## src/twmc_pkg.sv

```systemverilog
// Constants shared by the timer waveform mode control block.
package twmc_pkg;
  // Register indices; the byte address is four times the index.
  localparam logic [5:0] IDX_CTL_A = 6'h2f;
  localparam logic [5:0] IDX_CTL_B = 6'h33;
  localparam logic [5:0] IDX_COUNT = 6'h32;
  localparam logic [5:0] IDX_MATCH_A = 6'h36;
  localparam logic [5:0] IDX_MATCH_B = 6'h37;
  localparam logic [5:0] IDX_STATUS = 6'h38;
  // Field positions of timer_control_a.
  localparam int CTA_ACT_A_LSB = 6;
  localparam int CTA_ACT_B_LSB = 4;
  localparam int CTA_WM_LSB = 0;
  // Field positions of timer_control_b.
  localparam int CTB_FORCE_A = 7;
  localparam int CTB_FORCE_B = 6;
  localparam int CTB_WM_MSB = 3;
  localparam int CTB_CLK_LSB = 0;
  // Field position of the status register.
  localparam int ST_WRAP = 1;
  // Reset values.
  localparam logic [7:0] CTL_A_RESET = 8'h00;
  localparam logic [7:0] CTL_B_RESET = 8'h00;
  localparam logic [7:0] DATA_RESET = 8'h00;
  // Count limits.
  localparam logic [7:0] CNT_MAX = 8'hff;
  localparam logic [7:0] CNT_BOTTOM = 8'h00;
  // Waveform mode numbers.
  localparam logic [2:0] WM_NORMAL = 3'h0;
  localparam logic [2:0] WM_PHASE_FF = 3'h1;
  localparam logic [2:0] WM_CLEAR = 3'h2;
  localparam logic [2:0] WM_FAST_FF = 3'h3;
  localparam logic [2:0] WM_PHASE_A = 3'h5;
  localparam logic [2:0] WM_FAST_A = 3'h7;
  // Output action codes.
  localparam logic [1:0] ACT_OFF = 2'h0;
  localparam logic [1:0] ACT_TOGGLE = 2'h1;
  localparam logic [1:0] ACT_CLEAR = 2'h2;
  localparam logic [1:0] ACT_SET = 2'h3;
  // Clock pick codes and prescale divisors.
  localparam logic [2:0] CLK_STOP = 3'h0;
  localparam logic [2:0] CLK_DIV1 = 3'h1;
  localparam logic [2:0] CLK_DIV8 = 3'h2;
  localparam logic [2:0] CLK_DIV64 = 3'h3;
  localparam logic [2:0] CLK_DIV256 = 3'h4;
  localparam logic [2:0] CLK_DIV1024 = 3'h5;
  localparam logic [2:0] CLK_EXT_FALL = 3'h6;
  localparam logic [2:0] CLK_EXT_RISE = 3'h7;
  localparam int DIV_8 = 8;
  localparam int DIV_64 = 64;
  localparam int DIV_256 = 256;
  localparam int DIV_1024 = 1024;
  // AXI response codes.
  localparam logic [1:0] RESP_OKAY = 2'h0;
  localparam logic [1:0] RESP_SLVERR = 2'h2;
endpackage : twmc_pkg

```

## src/twmc_top.sv

```systemverilog
// Timer waveform mode control with counter, compare and AXI4-Lite registers.
`timescale 1ns/1ps
// Function
// - Nonzero channel A action takes the A pin; direction bit enables driver.
// - Nonzero channel B action takes the B pin; direction bit enables driver.
// - Non-PWM channel A: off, toggle, clear or set on match.
// - Fast PWM A: 01 toggles only with mode msb; 10/11 match and TOP.
// - Phase PWM A: 01 as fast; 10/11 act by count direction.
// - PWM A with match equal TOP and action msb: ignore match, act at TOP.
// - Non-PWM channel B: off, toggle, clear or set on match.
// - Fast PWM B: 01 reserved without toggle; 10/11 match and TOP.
// - Phase PWM B: 01 reserved; 10/11 act by count direction.
// - PWM B with match equal TOP and action msb: ignore match, act at TOP.
// - Control A bits three and two always read zero.
// - Mode number is msb from control B plus two low bits from A.
// - Modes 0 and 2 update compares at once, wrap flag at MAX.
// - PWM updates compares at TOP; wrap flag at BOTTOM, MAX or TOP.
// - Only the four mode kinds exist; codes 4 and 6 are reserved.
// - MAX is 0xFF and BOTTOM is 0x00.
// - Clock pick selects stop, divide 1 to 1024, or external edges.
// - Force strobe in non-PWM applies the action at once, reads zero.
module twmc_top #(
  parameter int ADDR_W = 8,
  parameter int PRE_W = 10
) (
  input wire logic aclk,
  input wire logic aresetn,
  input wire logic ce,
  input wire logic [ADDR_W-1:0] s_axi_awaddr,
  input wire logic s_axi_awvalid,
  output logic s_axi_awready,
  input wire logic [31:0] s_axi_wdata,
  input wire logic [3:0] s_axi_wstrb,
  input wire logic s_axi_wvalid,
  output logic s_axi_wready,
  output logic [1:0] s_axi_bresp,
  output logic s_axi_bvalid,
  input wire logic s_axi_bready,
  input wire logic [ADDR_W-1:0] s_axi_araddr,
  input wire logic s_axi_arvalid,
  output logic s_axi_arready,
  output logic [31:0] s_axi_rdata,
  output logic [1:0] s_axi_rresp,
  output logic s_axi_rvalid,
  input wire logic s_axi_rready,
  input wire logic ext_clk_pin,
  input wire logic dir_a,
  input wire logic dir_b,
  output logic wave_out_a,
  output logic wave_out_b,
  output logic pin_a_take,
  output logic pin_b_take,
  output logic pin_a_oe,
  output logic pin_b_oe
);

  if (ADDR_W < 8 || PRE_W < 10) begin : g_bad_param
    $error("twmc_top needs ADDR_W of at least 8 and PRE_W of at least 10");
  end

  // Is the register index one that this block answers?
  function automatic logic idx_mapped(input logic [5:0] idx);
    return idx == twmc_pkg::IDX_CTL_A || idx == twmc_pkg::IDX_CTL_B ||
           idx == twmc_pkg::IDX_COUNT || idx == twmc_pkg::IDX_MATCH_A ||
           idx == twmc_pkg::IDX_MATCH_B || idx == twmc_pkg::IDX_STATUS;
  endfunction : idx_mapped

  // Next output level of one compare channel.
  function automatic logic act_next(input logic [1:0] act,
                                    input logic [2:0] mode,
                                    input logic toggle_ok,
                                    input logic up, input logic hit,
                                    input logic at_top, input logic cur);
    logic res;
    res = cur;
    if (hit) begin
      if (act == twmc_pkg::ACT_TOGGLE) begin
        if (!mode[0] || toggle_ok) begin
          res = ~cur;
        end
      end else if (act[1]) begin
        if (mode[1:0] == 2'h1) begin
          res = up ? act[0] : ~act[0];
        end else begin
          res = act[0];
        end
      end
    end
    if (at_top && act[1]) begin
      res = ~act[0];
    end
    return res;
  endfunction : act_next

  logic awready_q, aw_have_q, wready_q, w_have_q, bvalid_q;
  logic [ADDR_W-1:0] aw_addr_q;
  logic [7:0] w_data_q;
  logic w_strb_q;
  logic [1:0] bresp_q;
  logic arready_q, rvalid_q;
  logic [31:0] rdata_q;
  logic [1:0] rresp_q;
  logic [1:0] act_a_q, act_b_q, wm_lo_q;
  logic wm_msb_q;
  logic [2:0] clock_pick_q;
  logic [7:0] match_a_buf_q, match_b_buf_q, match_a_q, match_b_q;
  logic [7:0] count_q;
  logic up_q, block_q, wrap_flag_q;
  logic [PRE_W-1:0] pre_q;
  logic ext_s1_q, ext_s2_q, ext_s3_q;
  logic wave_a_q, wave_b_q, take_a_q, take_b_q, oe_a_q, oe_b_q;
  logic wr_go, wr_en;
  logic [5:0] wr_idx, rd_idx;
  logic [2:0] wave_mode;
  logic pwm, fast, phase;
  logic [7:0] top;
  logic tick, at_top, cnt_wr, force_a, force_b, hit_a, hit_b;
  logic top_a, top_b;
  logic [31:0] rd_word;

  assign wr_go = aw_have_q && w_have_q && !bvalid_q;
  assign wr_idx = aw_addr_q[7:2];
  assign wr_en = wr_go && w_strb_q;
  assign rd_idx = s_axi_araddr[7:2];

  assign wave_mode = {wm_msb_q, wm_lo_q};
  // Reserved codes 4 and 6 fall back to plain up counting to MAX.
  assign pwm = wave_mode[0];
  assign fast = wave_mode[1:0] == 2'h3;
  assign phase = wave_mode[1:0] == 2'h1;
  assign top = (wave_mode == twmc_pkg::WM_CLEAR ||
                wave_mode == twmc_pkg::WM_PHASE_A ||
                wave_mode == twmc_pkg::WM_FAST_A) ?
               match_a_q : twmc_pkg::CNT_MAX;
  assign at_top = tick && count_q == top;
  assign cnt_wr = wr_en && wr_idx == twmc_pkg::IDX_COUNT;

  // Count source selection from the prescaler or the external pin.
  always_comb begin
    case (clock_pick_q)
      twmc_pkg::CLK_STOP: tick = 1'b0;
      twmc_pkg::CLK_DIV1: tick = 1'b1;
      twmc_pkg::CLK_DIV8: tick = &pre_q[$clog2(twmc_pkg::DIV_8)-1:0];
      twmc_pkg::CLK_DIV64: tick = &pre_q[$clog2(twmc_pkg::DIV_64)-1:0];
      twmc_pkg::CLK_DIV256: tick = &pre_q[$clog2(twmc_pkg::DIV_256)-1:0];
      twmc_pkg::CLK_DIV1024: tick = &pre_q[$clog2(twmc_pkg::DIV_1024)-1:0];
      twmc_pkg::CLK_EXT_FALL: tick = ext_s3_q && !ext_s2_q;
      default: tick = !ext_s3_q && ext_s2_q;
    endcase
  end

  assign force_a = wr_en && wr_idx == twmc_pkg::IDX_CTL_B && !pwm &&
                   w_data_q[twmc_pkg::CTB_FORCE_A];
  assign force_b = wr_en && wr_idx == twmc_pkg::IDX_CTL_B && !pwm &&
                   w_data_q[twmc_pkg::CTB_FORCE_B];
  // A match equal to TOP is dropped in PWM when the action msb is set.
  assign hit_a = (tick && !block_q && count_q == match_a_q &&
                  !(pwm && match_a_q == top && act_a_q[1])) ||
                 force_a;
  assign hit_b = (tick && !block_q && count_q == match_b_q &&
                  !(pwm && match_b_q == top && act_b_q[1])) ||
                 force_b;
  // Fast PWM acts at every TOP; phase correct only when match sits at TOP.
  assign top_a = (fast && at_top) ||
                 (phase && at_top && match_a_q == top);
  assign top_b = (fast && at_top) ||
                 (phase && at_top && match_b_q == top);

  always_comb begin
    rd_word = '0;
    if (rd_idx == twmc_pkg::IDX_CTL_A) begin
      rd_word[7:0] = {act_a_q, act_b_q, 2'h0, wm_lo_q};
    end else if (rd_idx == twmc_pkg::IDX_CTL_B) begin
      rd_word[7:0] = {4'h0, wm_msb_q, clock_pick_q};
    end else if (rd_idx == twmc_pkg::IDX_COUNT) begin
      rd_word[7:0] = count_q;
    end else if (rd_idx == twmc_pkg::IDX_MATCH_A) begin
      rd_word[7:0] = match_a_buf_q;
    end else if (rd_idx == twmc_pkg::IDX_MATCH_B) begin
      rd_word[7:0] = match_b_buf_q;
    end else if (rd_idx == twmc_pkg::IDX_STATUS) begin
      rd_word[twmc_pkg::ST_WRAP] = wrap_flag_q;
    end
  end

  // Write address and data channels, taken in either order.
  always_ff @(posedge aclk) begin
    if (!aresetn) begin
      awready_q <= 1'b0;
      aw_have_q <= 1'b0;
      aw_addr_q <= '0;
      wready_q <= 1'b0;
      w_have_q <= 1'b0;
      w_data_q <= twmc_pkg::DATA_RESET;
      w_strb_q <= 1'b0;
      bvalid_q <= 1'b0;
      bresp_q <= twmc_pkg::RESP_OKAY;
    end else if (ce) begin
      if (s_axi_awvalid && awready_q) begin
        aw_have_q <= 1'b1;
        aw_addr_q <= s_axi_awaddr;
        awready_q <= 1'b0;
      end else if (!aw_have_q && !bvalid_q) begin
        awready_q <= 1'b1;
      end
      if (s_axi_wvalid && wready_q) begin
        w_have_q <= 1'b1;
        w_data_q <= s_axi_wdata[7:0];
        w_strb_q <= s_axi_wstrb[0];
        wready_q <= 1'b0;
      end else if (!w_have_q && !bvalid_q) begin
        wready_q <= 1'b1;
      end
      if (wr_go) begin
        aw_have_q <= 1'b0;
        w_have_q <= 1'b0;
        bvalid_q <= 1'b1;
        bresp_q <= idx_mapped(wr_idx) ? twmc_pkg::RESP_OKAY :
                   twmc_pkg::RESP_SLVERR;
      end else if (bvalid_q && s_axi_bready) begin
        bvalid_q <= 1'b0;
      end
    end
  end

  // Read channel.
  always_ff @(posedge aclk) begin
    if (!aresetn) begin
      arready_q <= 1'b0;
      rvalid_q <= 1'b0;
      rdata_q <= '0;
      rresp_q <= twmc_pkg::RESP_OKAY;
    end else if (ce) begin
      if (s_axi_arvalid && arready_q) begin
        arready_q <= 1'b0;
        rvalid_q <= 1'b1;
        rdata_q <= rd_word;
        rresp_q <= idx_mapped(rd_idx) ? twmc_pkg::RESP_OKAY :
                   twmc_pkg::RESP_SLVERR;
      end else if (rvalid_q && s_axi_rready) begin
        rvalid_q <= 1'b0;
      end else if (!rvalid_q) begin
        arready_q <= 1'b1;
      end
    end
  end

  // Control registers.
  always_ff @(posedge aclk) begin
    if (!aresetn) begin
      act_a_q <= twmc_pkg::CTL_A_RESET[twmc_pkg::CTA_ACT_A_LSB +: 2];
      act_b_q <= twmc_pkg::CTL_A_RESET[twmc_pkg::CTA_ACT_B_LSB +: 2];
      wm_lo_q <= twmc_pkg::CTL_A_RESET[twmc_pkg::CTA_WM_LSB +: 2];
      wm_msb_q <= twmc_pkg::CTL_B_RESET[twmc_pkg::CTB_WM_MSB];
      clock_pick_q <= twmc_pkg::CTL_B_RESET[twmc_pkg::CTB_CLK_LSB +: 3];
    end else if (ce && wr_en) begin
      if (wr_idx == twmc_pkg::IDX_CTL_A) begin
        act_a_q <= w_data_q[twmc_pkg::CTA_ACT_A_LSB +: 2];
        act_b_q <= w_data_q[twmc_pkg::CTA_ACT_B_LSB +: 2];
        wm_lo_q <= w_data_q[twmc_pkg::CTA_WM_LSB +: 2];
      end else if (wr_idx == twmc_pkg::IDX_CTL_B) begin
        wm_msb_q <= w_data_q[twmc_pkg::CTB_WM_MSB];
        clock_pick_q <= w_data_q[twmc_pkg::CTB_CLK_LSB +: 3];
      end
    end
  end

  // Compare buffers; the active value follows at once or at TOP.
  always_ff @(posedge aclk) begin
    if (!aresetn) begin
      match_a_buf_q <= twmc_pkg::DATA_RESET;
      match_b_buf_q <= twmc_pkg::DATA_RESET;
      match_a_q <= twmc_pkg::DATA_RESET;
      match_b_q <= twmc_pkg::DATA_RESET;
    end else if (ce) begin
      if (wr_en && wr_idx == twmc_pkg::IDX_MATCH_A) begin
        match_a_buf_q <= w_data_q;
      end
      if (wr_en && wr_idx == twmc_pkg::IDX_MATCH_B) begin
        match_b_buf_q <= w_data_q;
      end
      if (!pwm || at_top) begin
        match_a_q <= match_a_buf_q;
        match_b_q <= match_b_buf_q;
      end
    end
  end

  // Prescaler and external clock synchroniser.
  always_ff @(posedge aclk) begin
    if (!aresetn) begin
      pre_q <= '0;
      ext_s1_q <= 1'b0;
      ext_s2_q <= 1'b0;
      ext_s3_q <= 1'b0;
    end else if (ce) begin
      pre_q <= pre_q + PRE_W'(1);
      ext_s1_q <= ext_clk_pin;
      ext_s2_q <= ext_s1_q;
      ext_s3_q <= ext_s2_q;
    end
  end

  // Counter; a software write blocks the match on the next count.
  always_ff @(posedge aclk) begin
    if (!aresetn) begin
      count_q <= twmc_pkg::CNT_BOTTOM;
      up_q <= 1'b1;
      block_q <= 1'b0;
    end else if (ce) begin
      if (cnt_wr) begin
        count_q <= w_data_q;
        block_q <= 1'b1;
      end else if (tick) begin
        block_q <= 1'b0;
        if (phase) begin
          if (up_q && count_q == top) begin
            up_q <= 1'b0;
            count_q <= count_q - 8'h01;
          end else if (!up_q && count_q == twmc_pkg::CNT_BOTTOM) begin
            up_q <= 1'b1;
            count_q <= count_q + 8'h01;
          end else begin
            count_q <= up_q ? count_q + 8'h01 : count_q - 8'h01;
          end
        end else begin
          up_q <= 1'b1;
          count_q <= (count_q == top) ? twmc_pkg::CNT_BOTTOM :
                     count_q + 8'h01;
        end
      end
    end
  end

  // Wrap flag; a new event wins over a clear in the same cycle.
  always_ff @(posedge aclk) begin
    if (!aresetn) begin
      wrap_flag_q <= 1'b0;
    end else if (ce) begin
      if ((phase && tick && !up_q &&
           count_q == twmc_pkg::CNT_BOTTOM) ||
          (wave_mode == twmc_pkg::WM_FAST_A && at_top) ||
          (!phase && wave_mode != twmc_pkg::WM_FAST_A && tick &&
           count_q == twmc_pkg::CNT_MAX)) begin
        wrap_flag_q <= 1'b1;
      end else if (wr_en && wr_idx == twmc_pkg::IDX_STATUS &&
                   w_data_q[twmc_pkg::ST_WRAP]) begin
        wrap_flag_q <= 1'b0;
      end
    end
  end

  // Waveform levels and pin takeover.
  always_ff @(posedge aclk) begin
    if (!aresetn) begin
      wave_a_q <= 1'b0;
      wave_b_q <= 1'b0;
      take_a_q <= 1'b0;
      take_b_q <= 1'b0;
      oe_a_q <= 1'b0;
      oe_b_q <= 1'b0;
    end else if (ce) begin
      wave_a_q <= act_next(act_a_q, wave_mode, wm_msb_q, up_q, hit_a,
                           top_a, wave_a_q);
      wave_b_q <= act_next(act_b_q, wave_mode, 1'b0, up_q, hit_b,
                           top_b, wave_b_q);
      take_a_q <= |act_a_q;
      take_b_q <= |act_b_q;
      oe_a_q <= (|act_a_q) && dir_a;
      oe_b_q <= (|act_b_q) && dir_b;
    end
  end

  assign s_axi_awready = awready_q;
  assign s_axi_wready = wready_q;
  assign s_axi_bresp = bresp_q;
  assign s_axi_bvalid = bvalid_q;
  assign s_axi_arready = arready_q;
  assign s_axi_rdata = rdata_q;
  assign s_axi_rresp = rresp_q;
  assign s_axi_rvalid = rvalid_q;
  assign wave_out_a = wave_a_q;
  assign wave_out_b = wave_b_q;
  assign pin_a_take = take_a_q;
  assign pin_b_take = take_b_q;
  assign pin_a_oe = oe_a_q;
  assign pin_b_oe = oe_b_q;
endmodule : twmc_top

```

## config.mk

```make
export PLATFORM = sky130hd
export DESIGN_NAME = twmc_top
export DESIGN_NICKNAME = d
export VERILOG_FILES = /design/src/twmc_pkg.sv /design/src/twmc_top.sv
export SDC_FILE = /design/constraint.sdc
export NUM_CORES = 1
export LEC_CHECK = 0
export BUFFER_PORTS_ARGS = -buffer_cell sky130_fd_sc_hd__buf_2
export CORE_ASPECT_RATIO = 1.5
export CORE_MARGIN = 4
export CORE_UTILIZATION = 40
export DETAILED_ROUTE_END_ITERATION = 8
export GPL_TIMING_DRIVEN = 0
export PLACE_DENSITY = 0.66
export REMOVE_ABC_BUFFERS = 1
export SLEW_MARGIN = 30
export SYNTH_ARGS = -nofsm -noshare
export SYNTH_HDL_FRONTEND = slang
export SYNTH_SLANG_ARGS = --single-unit
```

## constraint.sdc

```tcl
create_clock -name aclk -period 4.1 [get_ports aclk]
set_input_delay 0.82 -clock aclk [delete_from_list [all_inputs] [get_ports aclk]]
set_output_delay 0.82 -clock aclk [all_outputs]
set_load 0.005 [all_outputs]
```

==> metrics.cfg, run 1 <==
[worst_setup_path]
path_max_fanout=18
worstSetupPathType=reg -> reg
crit_arrival_ps=3860
r2r-end=match_b_q[1]
worst_setup_path_start_kind=register
crit_required_ps=4340
regToRegSetupSlack_ps=470
reg2reg_from=wm_lo_q[0]
critPathCaptureType=register
r2r_cells=8

[power_and_ir_drop]
leakage_nw=2.35
p_total_mw=2.17
peakVddDrop_v=0.000203
p_per_area_mw_per_mm2=338

[synth]
synth-edff-count=0
netlist_instances=726
async_flop_share_pct=0
ys.flop_type=dfxtp_1
yosysSeqAreaShare_pct=35.9
synthTopCellsByCount=104 x dfxtp_1, 91 x nor2_1, 89 x nand2_1
yosysTopAreaCell=dfxtp_1
synth.avg_cell_area_sq_um=7.98
yosys_warnings=0
yosysMostFrequentCell=dfxtp_1
synth.top_cell.area_share_pct=35.9
synth.area.top_cells=dfxtp_1 36%, mux2i_1 7.4%, nor2_1 5.9%, nand2_1 5.8%, a21oi_1 5.0%
synth_cell_types=72
ys_seq_elements=104
synth_area_sq_mm=0.00580

[floorplanning]
placementRows=53
fp.coreArea_sq_mm=0.0141
die_x_microns=106
pin_count=110
die_h_microns=155
die_area_sq_mm=0.0165
start_util_pct=41.0

[clock_tree]
clockBufferDepth=2
clk_pin_slew_ps=70
post_cts_resized=0
hold_buffers=0
cts_root_buf=clkbuf_16
cts_tree=yes
htree_levels=3
clock_latency_ps=360
cts_setup_buffers=0
clock-sinks=104
cts_made_buffers=9

[flow_run]
max_cap_viol_count=0

[finish]
multi_input_area_sq_mm=0.00337
register_area_sq_mm=0.00208
fillers=1443
area_growth_pct=10.7
drive_gt1_share_pct=11.9
diodes=0
nets=811

[timing]
period_needed_ps=3630
hold_viol=0
final_max_slew_viol_count=0
clock.fmax_mhz=276
holdWs_ps=462
layout_setup_ws_ps=474
max-slew-margin-rel_pct=41.8
fin_setup_tns_ps=0
tightest_slew_ps=865
period_share_pct=88.4
skew_ps=9.18
setup_viol=0
rsz0062_at_grt=no

[run_status]
outcome=complete, no violations

[placed_design]
port_buffers=52
dp_hpwl_microns=11500
pre_cts_slack_ps=568
gp_congestion=0.903

[route]
wl_per_cell_microns=16.9
vias=5375
ant_nets=0
via_per_inst=5.71
routed_wl_microns=15900
drtPass1Iterations=9
route.detailed.drc=0
drt_iter0_markers=363

[global_route]
grt_max_degree=67
grt-ovfl-total=0
grt_pass1_wl_microns=25800
grt.total_usage_pct=19.2
grt_pass1_vias=4998
antenna_found_initial=0

[hold_path]
hold_start=pin_a_oe
hold_class=reg -> reg
hold_path_depth=2
whs_endpoint=pin_a_oe

## placed cells by master, fill, tap and decap left out, types with 6 or more instances in the layout
master and count:
a21oi_1 58, a311oi_1 8, a31oi_1 7, buf_2 51, clkbuf_16 9, conb_1 26, dfxtp_1 104, inv_1 18
mux2i_1 43, nand2_1 89, nand2b_1 14, nand3_1 30, nand4_1 7, nor2_1 90, nor3_1 9, nor4_1 6
o21ai_0 26, xnor2_1 11, xor2_1 17
## metrics by stage
step                std cells  instance area, sq um  util (%)
floorplan                 679                  5500         -
global placement          923                  6000      42.5
detailed placement        925                  6050      42.9
CTS                       941                  6400      45.3
global route              941                  6420      45.4
finish                    941                  6420      45.4
## registers in the layout (all words and copies together) (netlist names), 3 cells and up
name           cells
match_b_q          8
count_q            8
w_data_q           8
match_b_buf_q      8
match_a_buf_q      8
match_a_q          8
s_axi_rdata        8
pre_q             10
clock_pick_q       3
aw_addr_q          6
## kinds of logic after synthesis
family | after synthesis | share of synthesized area [%]
buffers and inverters | 91 | 7.88
flip-flops | 104 | 35.9
other | 1 | 0.0647
adder cells (fa/ha/maj) | 4 | 0.864
multiplexers | 45 | 7.82
AO/OA/AOI/OAI | 163 | 18.5
XOR/XNOR | 28 | 4.23
AND/OR/NAND/NOR | 290 | 24.7
## report_power, final
part | switching (mW) | internal [mW]
registers | 0.0160 | 1.02
clock network | 0.408 | 0.606
logic | 0.0720 | 0.0413
## worst max-delay path, stage by stage (launching register included)
cell	delay [ps]
dfxtp_1	840
or3b_4	290
a22oi_1	70
o32ai_1	430
nand4_4	270
o21ai_2	700
nand2_1	580
nand2_1	210
a21oi_1	90
## worst max path at each step
stage	startpoint	to	slack, ps	cells past startpoint
after global placement	s_axi_araddr[7]	s_axi_rdata[6]	330	6
after CTS	wm_lo_q[0]	match_b_q[1]	570	8
final	wm_lo_q[0]	match_b_q[1]	470	8
after detailed placement	ce	match_b_buf_q[6]	570	7
after global routing	wm_lo_q[0]	match_b_q[0]	210	8
after floorplan	wm_lo_q[0]	match_a_q[0]	1430	8
## metal layers
metal	vias up	routed length, microns	global-route usage, %
met5	-	0	0
met4	0	346	8.02
met3	28	975	3.07
met2	208	8220	33.6
met1	2559	6360	23.3
li1	2580	-	-
## layout make-up
cell class | instances | area share [%]
Clock buffer | 9 | 3.51
Sequential cell | 104 | 32.4
Multi-Input combinational cell | 556 | 52.5
Inverter | 19 | 1.15
Clock inverter | 7 | 1.97
Tap cell | 192 | 3.74
Timing Repair Buffer | 54 | 4.64
(Power assumes the default switching activity.)
==> inputs of run 2 (changes only) <==
Settings changed: GPL_ROUTABILITY_DRIVEN set to 0, MAX_ROUTING_LAYER set to met4.
Clock period 4.1 ns to 4.6 ns, I/O delays scaled along.
==> run 2 against run 1 <==
  * Clock power shrank 11%
  * Register-to-register slack improved by 560 ps
  * Utilization is the same
  * Sequential power down 11%
  * Clock skew hardly changed
==> metrics.cfg, run 2 (synthesis gave the netlist of run 1 again) <==
[global_route]
grt_max_degree=67
grt_pass1_vias=4975
antenna_found_initial=0
grt-ovfl-total=0
grt_pass1_wl_microns=25800
grt.total_usage_pct=19.8

[power_and_ir_drop]
leakage_nw=2.35
p_per_area_mw_per_mm2=301
peakVddDrop_v=0.000180
p_total_mw=1.93

[floorplanning]
placementRows=53
die_h_microns=155
die_x_microns=106
start_util_pct=41.0
pin_count=110
die_area_sq_mm=0.0165
fp.coreArea_sq_mm=0.0141

[finish]
stdcell_area_sq_mm=0.00642
fillers=1443
stdcell_count=941
area_growth_pct=10.7
largest-register=pre_q
diodes=0
drive_gt1_share_pct=11.9
post-route-util_pct=45.4
nets=811
mostFrequentLayoutCells=104 x dfxtp_1, 90 x nor2_1, 89 x nand2_1
largest_register_ff_count=10
final_common_cell=dfxtp_1

[route]
drt_iter0_markers=429
via_per_inst=5.72
wl_per_cell_microns=16.9
route.detailed.drc=0
vias=5387
routed_wl_microns=15900
ant_nets=0
drtPass1Iterations=5

[placed_design]
dp_hpwl_microns=11500
dp_cells=925
port_buffers=52
placed_area_sq_mm=0.00605
pre_cts_slack_ps=968

[worst_setup_path]
crit_required_ps=4840
worstSetupPathType=reg -> reg
worst_setup_path_start_kind=register
crit_arrival_ps=3800
critPathCaptureType=register
path_max_fanout=18

[clock_tree]
hold_buffers=0
cts_made_buffers=9
clock_latency_ps=350
cts_setup_buffers=0
clock-sinks=104
cts_root_buf=clkbuf_16
clk_pin_slew_ps=80
htree_levels=3
post_cts_resized=0
clockBufferDepth=2
cts_tree=yes

[timing]
setup_viol=0
rsz0062_at_grt=no
skew_ps=9.36
layout_setup_ws_ps=1030
max-slew-margin-rel_pct=41.4
hold_viol=0
final_max_slew_viol_count=0
clock.fmax_mhz=280
period_share_pct=77.5
tightest_slew_ps=872
fin_setup_tns_ps=0
holdWs_ps=462
period_needed_ps=3570

[hold_path]
hold_class=reg -> reg

[run_status]
outcome=complete, no violations

[flow_run]
max_cap_viol_count=0

run 2: power by group:
part / switching, mW / internal [mW] / total, mW
Sequential: 0.0143 / 0.913 / 0.928
Clock: 0.362 / 0.540 / 0.902
Combinational: 0.0640 / 0.0368 / 0.101
Total: 0.441 / 1.49 / 1.93
run 2: critical path: stages (launching register included):
cell	delay [ps]
dfxtp_1	830
or3b_4	290
a22oi_1	70
o32ai_1	430
nand4_4	270
o21ai_2	680
nand2_1	560
nand2_1	210
a21oi_1	90
run 2: final cells by class:
class                      instances  area, sq um  area share (%)
inverter                          19         73.8            1.15
sequential                       104         2080            32.4
multi-input combinational        556         3370            52.5
timing repair buffer              54          298            4.64
clock buffer                       9          225            3.51
tap                              192          240            3.74
clock inverter                     7          126            1.97
run 2: final timing paths:
kind / startpoint / endpoint / slack (ps) / cells after the start
setup reg to reg: wm_lo_q[0] / match_b_q[1] / 1030 / 8
hold reg to reg: pin_a_oe / pin_a_oe / 460 / 2
hold / removal: pin_a_oe / pin_a_oe / 460 / 2
setup / recovery: wm_lo_q[0] / match_b_q[1] / 1030 / 8
run 2: metal layers:
layer  GRT usage (%)  share of wire [%]  wire length (microns)  vias to the layer above
li1                -                  -                      -                     2582
met1            23.3                 40                   6390                     2568
met2            33.8                 52                   8210                      199
met3            2.53                5.9                    944                       38
met4            8.33                2.4                    384                        0
met5               -                  0                      0                        -
